<file path="src/mmio_pkg.sv">
// shared constants and types of the motor monitor parameter bank
package mmio_pkg;
  // logical addresses of the parameters
  localparam logic [15:0] ADDR_MOTOR_CURRENT = 16'h0C84;
  localparam logic [15:0] ADDR_RUN_TIME_COMM = 16'h0CAC;
  localparam logic [15:0] ADDR_RUN_TIME_DISPLAY = 16'h0CCA;
  localparam logic [15:0] ADDR_INPUT_STATES = 16'h1452;
  localparam logic [15:0] ADDR_OUTPUT_STATES = 16'h145C;
  localparam logic [15:0] ADDR_THERMAL_STATE = 16'h259E;
  localparam logic [15:0] ADDR_ENERGY_CONSUMED = 16'h299C;
  // fieldbus object index and subindex of the same parameters
  localparam logic [23:0] OBJ_MOTOR_CURRENT = 24'h200205;
  localparam logic [23:0] OBJ_RUN_TIME_COMM = 24'h20022D;
  localparam logic [23:0] OBJ_RUN_TIME_DISPLAY = 24'h20024B;
  localparam logic [23:0] OBJ_INPUT_STATES = 24'h201603;
  localparam logic [23:0] OBJ_OUTPUT_STATES = 24'h20160D;
  localparam logic [23:0] OBJ_THERMAL_STATE = 24'h20421F;
  localparam logic [23:0] OBJ_ENERGY_CONSUMED = 24'h204C35;
  // field layout of the input and output words
  localparam logic [15:0] INPUT_MASK = 16'h000F;
  localparam logic [15:0] OUTPUT_MASK = 16'h0307;
  localparam int RELAY_LSB = 0;
  localparam int DOUT_LSB = 8;
  localparam logic [31:0] RESET_WORD = 32'h0000_0000;
  // one-second tick at 200 MHz
  localparam int CLK_HZ = 200_000_000;
  localparam int RUN_TICK_S = 1;
  localparam int RUN_TICK_CYCLES = CLK_HZ * RUN_TICK_S;

  typedef struct packed {
    logic req;
    logic by_object;
    logic [15:0] addr;
    logic [23:0] obj;
    logic wr;
    logic [31:0] wdata;
  } mmio_req_t;

  typedef struct packed {
    logic ack;
    logic err;
    logic [31:0] rdata;
  } mmio_rsp_t;

  typedef enum logic [7:0] {
    SEL_NONE = 8'h01,
    SEL_CURRENT = 8'h02,
    SEL_RT_COMM = 8'h04,
    SEL_RT_DISP = 8'h08,
    SEL_INPUTS = 8'h10,
    SEL_OUTPUTS = 8'h20,
    SEL_THERMAL = 8'h40,
    SEL_ENERGY = 8'h80
  } mmio_sel_t;
endpackage

</file>
<file path="src/mmio_bank.sv">
// motor monitor and digital i/o parameter bank
//
// Behaviour
// - input word holds the four digital inputs at bits 0 to 3, read only
// - output word: relays at bits 0-2, digital outputs at bits 8-9
// - written output bit takes effect only when no function drives it
// - an error clears every output that was forced by communication
// - output writes accepted only from the active command channel
// - motor current is a read-only unsigned 16-bit value
// - thermal state is a read-only 16-bit percentage, 100 is nominal
// - run time counts seconds in 32 bits, display copy writable when stopped
// - energy consumed is a read-only 32-bit kWh value
// - each parameter answers at logical address and at object index
`timescale 1ns/1ps
`default_nettype none
module mmio_bank #(
  parameter int TICK_CYCLES = mmio_pkg::RUN_TICK_CYCLES
) (
  input wire logic i_sys_clk,
  input wire logic i_reset_n,
  input wire mmio_pkg::mmio_req_t i_req,
  input wire logic i_req_active_channel,
  output mmio_pkg::mmio_rsp_t o_rsp,
  input wire logic [15:0] i_motor_current,
  input wire logic [15:0] i_thermal_state,
  input wire logic [31:0] i_energy_consumed,
  input wire logic i_motor_energized,
  input wire logic i_motor_stopped,
  input wire logic i_error,
  input wire logic [3:0] i_digital_inputs,
  input wire logic [4:0] i_function_assigned,
  input wire logic [4:0] i_function_value,
  output logic [2:0] o_relays,
  output logic [1:0] o_digital_outputs
);
  initial begin
    if (TICK_CYCLES < 1) begin
      $error("TICK_CYCLES must be at least one");
    end
  end

  logic [31:0] tick_cnt_r;
  logic [31:0] run_time_r;
  logic [15:0] forced_r;
  logic [15:0] out_word;
  logic [15:0] assigned_word;
  logic [15:0] func_word;
  logic sec_tick;
  mmio_pkg::mmio_sel_t sel;
  mmio_pkg::mmio_rsp_t rsp_nxt;

  assign assigned_word = {6'h00, i_function_assigned[4:3], 5'h00, i_function_assigned[2:0]};
  assign func_word = {6'h00, i_function_value[4:3], 5'h00, i_function_value[2:0]};
  assign sec_tick = (tick_cnt_r == 32'(TICK_CYCLES - 1));

  // both address forms decode to one selector
  always_comb begin
    sel = mmio_pkg::SEL_NONE;
    if (i_req.by_object) begin
      case (i_req.obj)
        mmio_pkg::OBJ_MOTOR_CURRENT: sel = mmio_pkg::SEL_CURRENT;
        mmio_pkg::OBJ_RUN_TIME_COMM: sel = mmio_pkg::SEL_RT_COMM;
        mmio_pkg::OBJ_RUN_TIME_DISPLAY: sel = mmio_pkg::SEL_RT_DISP;
        mmio_pkg::OBJ_INPUT_STATES: sel = mmio_pkg::SEL_INPUTS;
        mmio_pkg::OBJ_OUTPUT_STATES: sel = mmio_pkg::SEL_OUTPUTS;
        mmio_pkg::OBJ_THERMAL_STATE: sel = mmio_pkg::SEL_THERMAL;
        mmio_pkg::OBJ_ENERGY_CONSUMED: sel = mmio_pkg::SEL_ENERGY;
        default: sel = mmio_pkg::SEL_NONE;
      endcase
    end else begin
      case (i_req.addr)
        mmio_pkg::ADDR_MOTOR_CURRENT: sel = mmio_pkg::SEL_CURRENT;
        mmio_pkg::ADDR_RUN_TIME_COMM: sel = mmio_pkg::SEL_RT_COMM;
        mmio_pkg::ADDR_RUN_TIME_DISPLAY: sel = mmio_pkg::SEL_RT_DISP;
        mmio_pkg::ADDR_INPUT_STATES: sel = mmio_pkg::SEL_INPUTS;
        mmio_pkg::ADDR_OUTPUT_STATES: sel = mmio_pkg::SEL_OUTPUTS;
        mmio_pkg::ADDR_THERMAL_STATE: sel = mmio_pkg::SEL_THERMAL;
        mmio_pkg::ADDR_ENERGY_CONSUMED: sel = mmio_pkg::SEL_ENERGY;
        default: sel = mmio_pkg::SEL_NONE;
      endcase
    end
  end

  // second prescaler runs only while energized, so partial seconds survive stops
  always_ff @(posedge i_sys_clk or negedge i_reset_n) begin
    if (!i_reset_n) begin
      tick_cnt_r <= mmio_pkg::RESET_WORD;
    end else if (i_motor_energized) begin
      tick_cnt_r <= sec_tick ? mmio_pkg::RESET_WORD : tick_cnt_r + 32'h0000_0001;
    end
  end

  // single counter backs both copies; the display copy may be preset when stopped
  always_ff @(posedge i_sys_clk or negedge i_reset_n) begin
    if (!i_reset_n) begin
      run_time_r <= mmio_pkg::RESET_WORD;
    end else if (i_req.req && i_req.wr && sel == mmio_pkg::SEL_RT_DISP && i_motor_stopped) begin
      run_time_r <= i_req.wdata;
    end else if (i_motor_energized && sec_tick) begin
      run_time_r <= run_time_r + 32'h0000_0001;
    end
  end

  // forced output image; error wins over a write in the same cycle
  always_ff @(posedge i_sys_clk or negedge i_reset_n) begin
    if (!i_reset_n) begin
      forced_r <= mmio_pkg::RESET_WORD[15:0];
    end else if (i_error) begin
      forced_r <= mmio_pkg::RESET_WORD[15:0];
    end else if (i_req.req && i_req.wr && sel == mmio_pkg::SEL_OUTPUTS && i_req_active_channel) begin
      forced_r <= i_req.wdata[15:0] & mmio_pkg::OUTPUT_MASK & ~assigned_word;
    end
  end

  assign out_word = ((func_word & assigned_word) | (forced_r & ~assigned_word)) & mmio_pkg::OUTPUT_MASK;

  always_ff @(posedge i_sys_clk or negedge i_reset_n) begin
    if (!i_reset_n) begin
      o_relays <= 3'h0;
      o_digital_outputs <= 2'h0;
    end else begin
      o_relays <= out_word[mmio_pkg::RELAY_LSB +: 3];
      o_digital_outputs <= out_word[mmio_pkg::DOUT_LSB +: 2];
    end
  end

  always_comb begin
    rsp_nxt = '0;
    rsp_nxt.ack = i_req.req;
    case (sel)
      mmio_pkg::SEL_CURRENT: rsp_nxt.rdata = {16'h0000, i_motor_current};
      mmio_pkg::SEL_THERMAL: rsp_nxt.rdata = {16'h0000, i_thermal_state};
      mmio_pkg::SEL_RT_COMM: rsp_nxt.rdata = run_time_r;
      mmio_pkg::SEL_RT_DISP: rsp_nxt.rdata = run_time_r;
      mmio_pkg::SEL_ENERGY: rsp_nxt.rdata = i_energy_consumed;
      mmio_pkg::SEL_INPUTS: rsp_nxt.rdata = {28'h0000000, i_digital_inputs};
      mmio_pkg::SEL_OUTPUTS: rsp_nxt.rdata = {16'h0000, out_word};
      default: rsp_nxt.err = i_req.req;
    endcase
    // writes to read-only words, refused channels or stopped-only while running are errors
    if (i_req.req && i_req.wr) begin
      if (sel == mmio_pkg::SEL_OUTPUTS) begin
        rsp_nxt.err = !i_req_active_channel;
      end else if (sel == mmio_pkg::SEL_RT_DISP) begin
        rsp_nxt.err = !i_motor_stopped;
      end else begin
        rsp_nxt.err = 1'b1;
      end
    end
    if (!i_req.req) begin
      rsp_nxt = '0;
    end
  end

  always_ff @(posedge i_sys_clk or negedge i_reset_n) begin
    if (!i_reset_n) begin
      o_rsp <= '0;
    end else begin
      o_rsp <= rsp_nxt;
    end
  end
endmodule
`default_nettype wire

</file>
<file path="config.mk">
export PLATFORM = sky130hd
export DESIGN_NAME = mmio_bank
export DESIGN_NICKNAME = d
export VERILOG_FILES = /design/src/mmio_pkg.sv /design/src/mmio_bank.sv
export SDC_FILE = /design/constraint.sdc
export NUM_CORES = 1
export LEC_CHECK = 0
export ABC_AREA = 1
export ABC_CLOCK_PERIOD_IN_PS = 2200
export BUFFER_PORTS_ARGS = -buffer_cell sky130_fd_sc_hd__buf_2
export CAP_MARGIN = 20
export CORE_ASPECT_RATIO = 0.75
export CORE_MARGIN = 2
export CORE_UTILIZATION = 25
export DETAILED_ROUTE_END_ITERATION = 8
export GPL_TIMING_DRIVEN = 0
export PLACE_DENSITY = 0.43
export SLEW_MARGIN = 30
export SYNTH_ARGS = -nofsm -noshare
export SYNTH_HDL_FRONTEND = slang
export SYNTH_SLANG_ARGS = --single-unit
</file>
<file path="constraint.sdc">
create_clock -name i_sys_clk -period 2.2 [get_ports i_sys_clk]
set_clock_uncertainty 0.2 [all_clocks]
set_input_delay 0.44 -clock i_sys_clk [delete_from_list [all_inputs] [get_ports i_sys_clk]]
set_output_delay 0.44 -clock i_sys_clk [all_outputs]
set_load 0.005 [all_outputs]
</file>
# Word-level counts from Yosys, hierarchy flattened
# Cells that the tools add are included.
dict set report op_classes {
  addsub 2
  eq_ne 22
  muxes 14
  bitwise_logic 5
  reduce_logical 12
}
# cell n
set op_table {}
lappend op_table {{32-bit case mux with 6 select lines} 1}
lappend op_table {{24-bit by 22-bit == test with 1-bit output (second input constant)} 7}
lappend op_table {{8-bit case mux with 7 select lines} 2}
lappend op_table {{32-bit 2-to-1 mux} 3}
lappend op_table {{32-bit by 1-bit adder with 32-bit output (second input constant)} 2}
lappend op_table {{16-bit by 12-bit == test with 1-bit output (second input constant)} 3}
lappend op_table {{34-bit 2-to-1 mux} 1}
lappend op_table {{16-bit by 13-bit == test with 1-bit output (second input constant)} 2}
lappend op_table {{16-bit by 14-bit == test with 1-bit output (second input constant)} 2}
lappend op_table {{32-bit by 28-bit == test with 1-bit output (second input constant)} 1}
lappend op_table {{10-bit bitwise AND} 3}
lappend op_table {{10-bit 2-to-1 mux} 2}
lappend op_table {{10-bit NOT} 1}
lappend op_table {{10-bit bitwise OR} 1}
lappend op_table {{8-bit by 2-bit == test with 1-bit output (second input constant)} 1}
lappend op_table {{8-bit by 3-bit == test with 1-bit output (second input constant)} 1}
lappend op_table {{8-bit by 4-bit == test with 1-bit output (second input constant)} 1}
lappend op_table {{8-bit by 5-bit == test with 1-bit output (second input constant)} 1}
lappend op_table {{8-bit by 6-bit == test with 1-bit output (second input constant)} 1}
lappend op_table {{8-bit by 7-bit == test with 1-bit output (second input constant)} 1}
lappend op_table {{8-bit == test (second input constant)} 1}
lappend op_table {{8-bit 2-to-1 mux} 1}
lappend op_table {{7-bit OR reduction} 1}
lappend op_table {{1-bit logical AND} 6}
lappend op_table {{other kinds (4)} 9}
dict set report totals {
  register_bits 113
  input_bits 159
  output_inout_bits 39
  wordCells 63
}

# Depth between registers and ports, before layout
dict set report logic_depth {
  ltp_word 8
  depth_mapped 13
  ltp_nobuf 13
}

# Worst setup path before layout
# No wires, ideal clock.
dict set report synth_path {
  kind {input to register}
  startpoint {in i_req[72] (netlist bit)}
  endpoint {reg run_time_r[22]}
  setup_time_ps 117
  arrival_time_ps 1653
  required_time_ps 1883
  slack_ps 230
  path_stages 11
  path_cell_list {nor2_2 nand3b_2 nor2_4 nand3_2 mux2i_4 nand3_4 buf_6 nand2_1 nand2_1 nand2_1 nand2_1}
}
dict set report synth_via {
  elab_chain_len 7
  word_cells_on_any_way 14
  cone_classes {eq/ne: 8; mux: 3; reduce/logical: 3}
}
# item line_no
set synth_rtl {}
lappend synth_rtl {{from (decl)} mmio_bank.sv:21} ;# input wire mmio_pkg::mmio_req_t i_req,
lappend synth_rtl {{16-bit by 14-bit == test with 1-bit output (tied with other cells)} mmio_bank.sv:71} ;# case (i_req.addr)
lappend synth_rtl {{8-bit case mux with 7 select lines (*)} mmio_bank.sv:71}
lappend synth_rtl {{8-bit 2-to-1 mux (*)} mmio_bank.sv:59} ;# if (i_req.by_object) begin
lappend synth_rtl {{8-bit by 4-bit == test with 1-bit output (*)} mmio_bank.sv:97} ;# end else if (i_req.req && i_req.wr && sel == mmio_pkg::SEL_RT_DISP && i_motor_stopped) begin
lappend synth_rtl {{1-bit logical AND (*) (2 in series)} mmio_bank.sv:97}
lappend synth_rtl {{32-bit 2-to-1 mux or 2-bit nonzero test (tied branches)} --}
lappend synth_rtl {{to (signal assigned)} mmio_bank.sv:96} ;# run_time_r <= mmio_pkg::RESET_WORD;
lappend synth_rtl {{to (signal assigned)} mmio_bank.sv:98} ;# run_time_r <= i_req.wdata;
lappend synth_rtl {{to (signal assigned)} mmio_bank.sv:100} ;# run_time_r <= run_time_r + 32'h0000_0001;
lappend synth_rtl {{to (decl)} mmio_bank.sv:43} ;# logic [31:0] run_time_r;
# Every way passes the cells marked *; elsewhere a longest branch is shown, timed or not.
# A chain may end at the register's enable or synchronous reset.

# Worst setup path after layout
dict set report layout_path {
  startpoint {reg tick_cnt_r[1]}
  endpoint {reg run_time_r[24]}
}
dict set report layout_via {
  elab_chain_len 3
}
# item line_no
set layout_rtl {}
lappend layout_rtl {{from (decl)} mmio_bank.sv:42} ;# logic [31:0] tick_cnt_r;
lappend layout_rtl {{from (signal assigned)} mmio_bank.sv:87} ;# tick_cnt_r <= mmio_pkg::RESET_WORD;
lappend layout_rtl {{from (signal assigned)} mmio_bank.sv:89} ;# tick_cnt_r <= sec_tick ? mmio_pkg::RESET_WORD : tick_cnt_r + 32'h0000_0001;
lappend layout_rtl {{32-bit by 28-bit == test with 1-bit output} mmio_bank.sv:54} ;# assign sec_tick = (tick_cnt_r == 32'(TICK_CYCLES - 1));
lappend layout_rtl {{1-bit logical AND} mmio_bank.sv:99} ;# end else if (i_motor_energized && sec_tick) begin
lappend layout_rtl {{2-bit nonzero test (no source line)} --}
# Every way passes these cells.

==> impl_metrics.tcl <==
set metrics [dict create \
    status "complete, no violations" \
    core_area_um2 29260 \
    fmax_mhz 473.2 \
    synth-seq-area-share 0.3622 \
    n_antenna_cell 0 \
    final_nets 1520 \
    die_area_um2 31260 \
    die_y_um 153.6 \
    multiInputGateArea_um2 4315 \
    vdd_drop_max_mv 0.3799 \
    die_w_um 203.5 \
    syn_nets 1298 \
    yosys_warnings 0 \
    grt_max_degree 80 \
    syn_area_per_cell_um2 6.562 \
    period_needed_ns 2.113 \
    yosysMostFrequentCell "nand2_1" \
    post-route-util 0.3302 \
    seqCellArea_um2 2708 \
    r2r-start "tick_cnt_r[1]" \
    synthCells 1137 \
    critPathRequiredTime_ns 2.31 \
    ant_nets 0 \
    cts.clk_slew.worst_paths_ns 0.08 \
    finalHoldViolCount 0 \
    synth_ff_type "dfrtp_1" \
    gr-total-overflow 0 \
    grt_pass1_wl_um 44460 \
    cts-htree-levels 3 \
    rr_endpoint "run_time_r[24]" \
    cts_sinks 108 \
    muxShareOfSynthArea 0.003019 \
    cts_tree "yes" \
    p_per_area_nw_per_um2 526.5 \
    p_sw_frac 0.3171 \
    p_comb_frac 0.186 \
    drtIter0Drc 514 \
    placementRows 54 \
    hold_class "in -> reg" \
    critPathMaxFanout 10 \
    synth-simple-area-share 0.4665 \
    synth_top_family_by_area "simple AND/OR/NAND/NOR gates" \
    synth_edf_count 0 \
    holdPathStages 3 \
    fill_cells 3312 \
    finalMaxSlewViolations 0 \
    wl_um 28790 \
    crit_slowest_cell "dfrtp_1" \
    ys_async_sr_fraction 1.000 \
    cts_buffers 9 \
    min_to "run_time_r[28]" \
    initial_core_util 0.2550 \
    root_buffer "clkbuf_16" \
    relSlewSlack 0.5717 \
    place.port_buffers 194 \
    endpoint_kind "flop" \
    intPower_mw 3.473 \
    synth_area_um2 7461 \
    synthToLayoutAreaGrowth_pct 29.48 \
    antenna_found_initial 0 \
    synth_seq_cells 108 \
    rrSetupSlack_ns 0.09 \
    critPathLaunchType "flop" \
    p_clk_frac 0.365 \
    hold_start "i_req[28]" \
    synth_cell_types 42 \
    p_sw_mw 1.613 \
    cap_violations 0 \
    p_total_mw 5.086 \
    synth_fa_ha_area_frac 0.003354 \
    drive_gt1_frac 0.2434 \
    fin_crit_sh 0.9606 \
    synth_area_leaders "dfrtp_1 (36%), nand2_1 (20%), nand3_1 (8.2%)" \
    synth_top_area_frac 0.3622 \
    crit_type "reg -> reg" \
    post-route-drc-count 0 \
    critPathTopFamily "simple AND/OR/NAND/NOR gates" \
    ios 198 \
    synth-xor-area-share 0.03639 \
    pwr-share-seq 0.449 \
    worstMarginPinSlew_ns 0.6425 \
    critical-path-max-stage-delay_ns 0.43 \
    routed_via_density 4.605 \
    critPathBufInv 1 \
    place.gp.congestion 0.8861 \
    rsz0062_at_grt "yes" \
    rr_worst_depth 10 \
    vias 8087 \
    insertion_delay_ns 0.38 \
    synth_top_area_cell "dfrtp_1" \
    p_leak_nw 4.832 \
    grt_use_total 0.1855 \
    cp.arrival_ns 2.23 \
    setup_viol 0 \
    first_pass_iters 5 \
    grt_pass1_vias 7816 \
    drt-wirelength-per-cell_um 16.40 \
    cts_buffer_depth 2 \
    synth_compound_area_frac 0.04327 \
    path_cells "ha_4 -> nand2_2 -> nor2_4 -> nand2_2 -> nor3_4 -> nand3_4 -> nand2_4 -> buf_6 -> nand2_1 -> nand2_1" \
    ys_top_cells_by_count "nand2_1 (401), nor2_1 (128), nand3_1 (122), inv_1 (109), dfrtp_1 (108)" \
    dp_hpwl_um 22830 \
]
## state kept, by name, summed over array words and instances (netlist names)
name and count:
o_rsp 34, run_time_r 32, tick_cnt_r 32, forced_r 5, o_relays 3, o_digital_outputs 2
## repair_timing
item                       4_1_cts  5_1_grt
pin swaps                        1       12
setup endpoints to repair       47       68
buffers inserted                 1       14
gates resized for setup         19       52
cloned                           0        2
hold endpoints to repair        29        0
hold buffers                     1        0
## cells in the final DEF, fill, tap and decap left out, types with 3 or more instances in the layout
master,synthesis,routed
inv_2,1,3
nor2_4,3,9
nand2_2,2,9
a21oi_1,21,19
o211ai_1,3,3
buf_2,18,205
clkbuf_1,10,6
nand3_2,5,10
o21bai_1,4,4
nor3_2,3,6
xor2_1,21,21
inv_1,109,104
clkbuf_16,0,9
clkbuf_4,0,5
buf_6,5,7
nor3b_1,5,4
o21ai_0,23,23
clkinvlp_4,0,4
clkinv_1,3,3
nor2_2,8,12
dfrtp_2,0,4
buf_4,3,18
dfrtp_1,108,104
nor2_1,128,118
nand4_1,55,55
nand3_1,122,116
xnor2_1,10,10
nor3_1,38,33
or2_2,4,4
nand2_1,401,394
or2_0,4,4
## worst max path at each step
| stage | from | endpoint | slack, ns | depth (start not counted) |
|---|---|---|---|---|
| 3_5_place_dp | i_req[50] | o_rsp[21] | -0.57 | 11 |
| 5_1_grt | tick_cnt_r[1] | tick_cnt_r[20] | -0.05 | 12 |
| 3_3_place_gp | i_reset_n | o_relays[0] | -1.09 | 1 |
| 4_1_cts | tick_cnt_r[0] | run_time_r[4] | 0.02 | 12 |
| 6_report | tick_cnt_r[1] | run_time_r[24] | 0.09 | 10 |
| 2_1_floorplan | i_req[72] | run_time_r[22] | 0.23 | 11 |
## metrics by stage
stage	std cells	TNS (ns)	cell area [µm²]	setup slack, ns	hold WS (ns)
after floorplan	1137	0	7461	0.2303	-0.05559
after global placement	1723	-137.49	8922	-1.095	0.3022
after detailed placement	1724	-21.50	8960	-0.5704	0.1273
after CTS	1742	0	9364	0.01697	0.08144
after global routing	1756	-0.09915	9661	-0.05254	0.08870
final	1756	0	9661	0.08669	0.09747
## worst register-to-register path: cells and delay by family, from the launching register on
family	cells	cell delay, ns
adders and majority gates	1	0.19
buffers and inverters	1	0.14
and+or+nand+nor	8	1.10
DFF	1	0.43
## power by group through the flow
| stage | combinational [mW] | sequential (mW) | clock, mW |
|---|---|---|---|
| 2_1_floorplan | 0.489 | 2.27 | 0 |
| 3_3_place_gp | 0.852 | 2.31 | 0 |
| 3_5_place_dp | 0.863 | 2.30 | 0 |
| 4_1_cts | 0.887 | 2.27 | 1.91 |
| 5_1_grt | 1.07 | 2.31 | 2.00 |
| 6_report | 0.946 | 2.28 | 1.86 |
## final cells by class
class / count / share of cell area
timing repair buffer: 211 / 0.1184
tap: 392 / 0.05077
inverter: 114 / 0.04611
multi-input combinational: 880 / 0.4467
sequential: 108 / 0.2803
clock buffer: 9 / 0.02331
clock inverter: 7 / 0.01010
timing repair inverter: 1 / 0.0006476
buffer: 34 / 0.02370
## kinds of logic (layout without fill, tap and decap cells)
kind of cell    count (synthesis)  count (layout)
compound gates                 58              58
xor+xnor                       31              31
fa+ha+maj                       2               2
buf+inv                       150             376
flops                         108             108
mux                             1               1
simple gates                  787             788
## per-layer routing
layer / global-route usage / up-vias / wire (µm)
met3: 0.03031 / 12 / 1295
met2: 0.2747 / 195 / 12100
met4: 0.03094 / 0 / 175
met5: 0 / - / 0
met1: 0.2839 / 3765 / 15220
li1: - / 4115 / -
No activity file was read; power rests on OpenSTA's default activity.
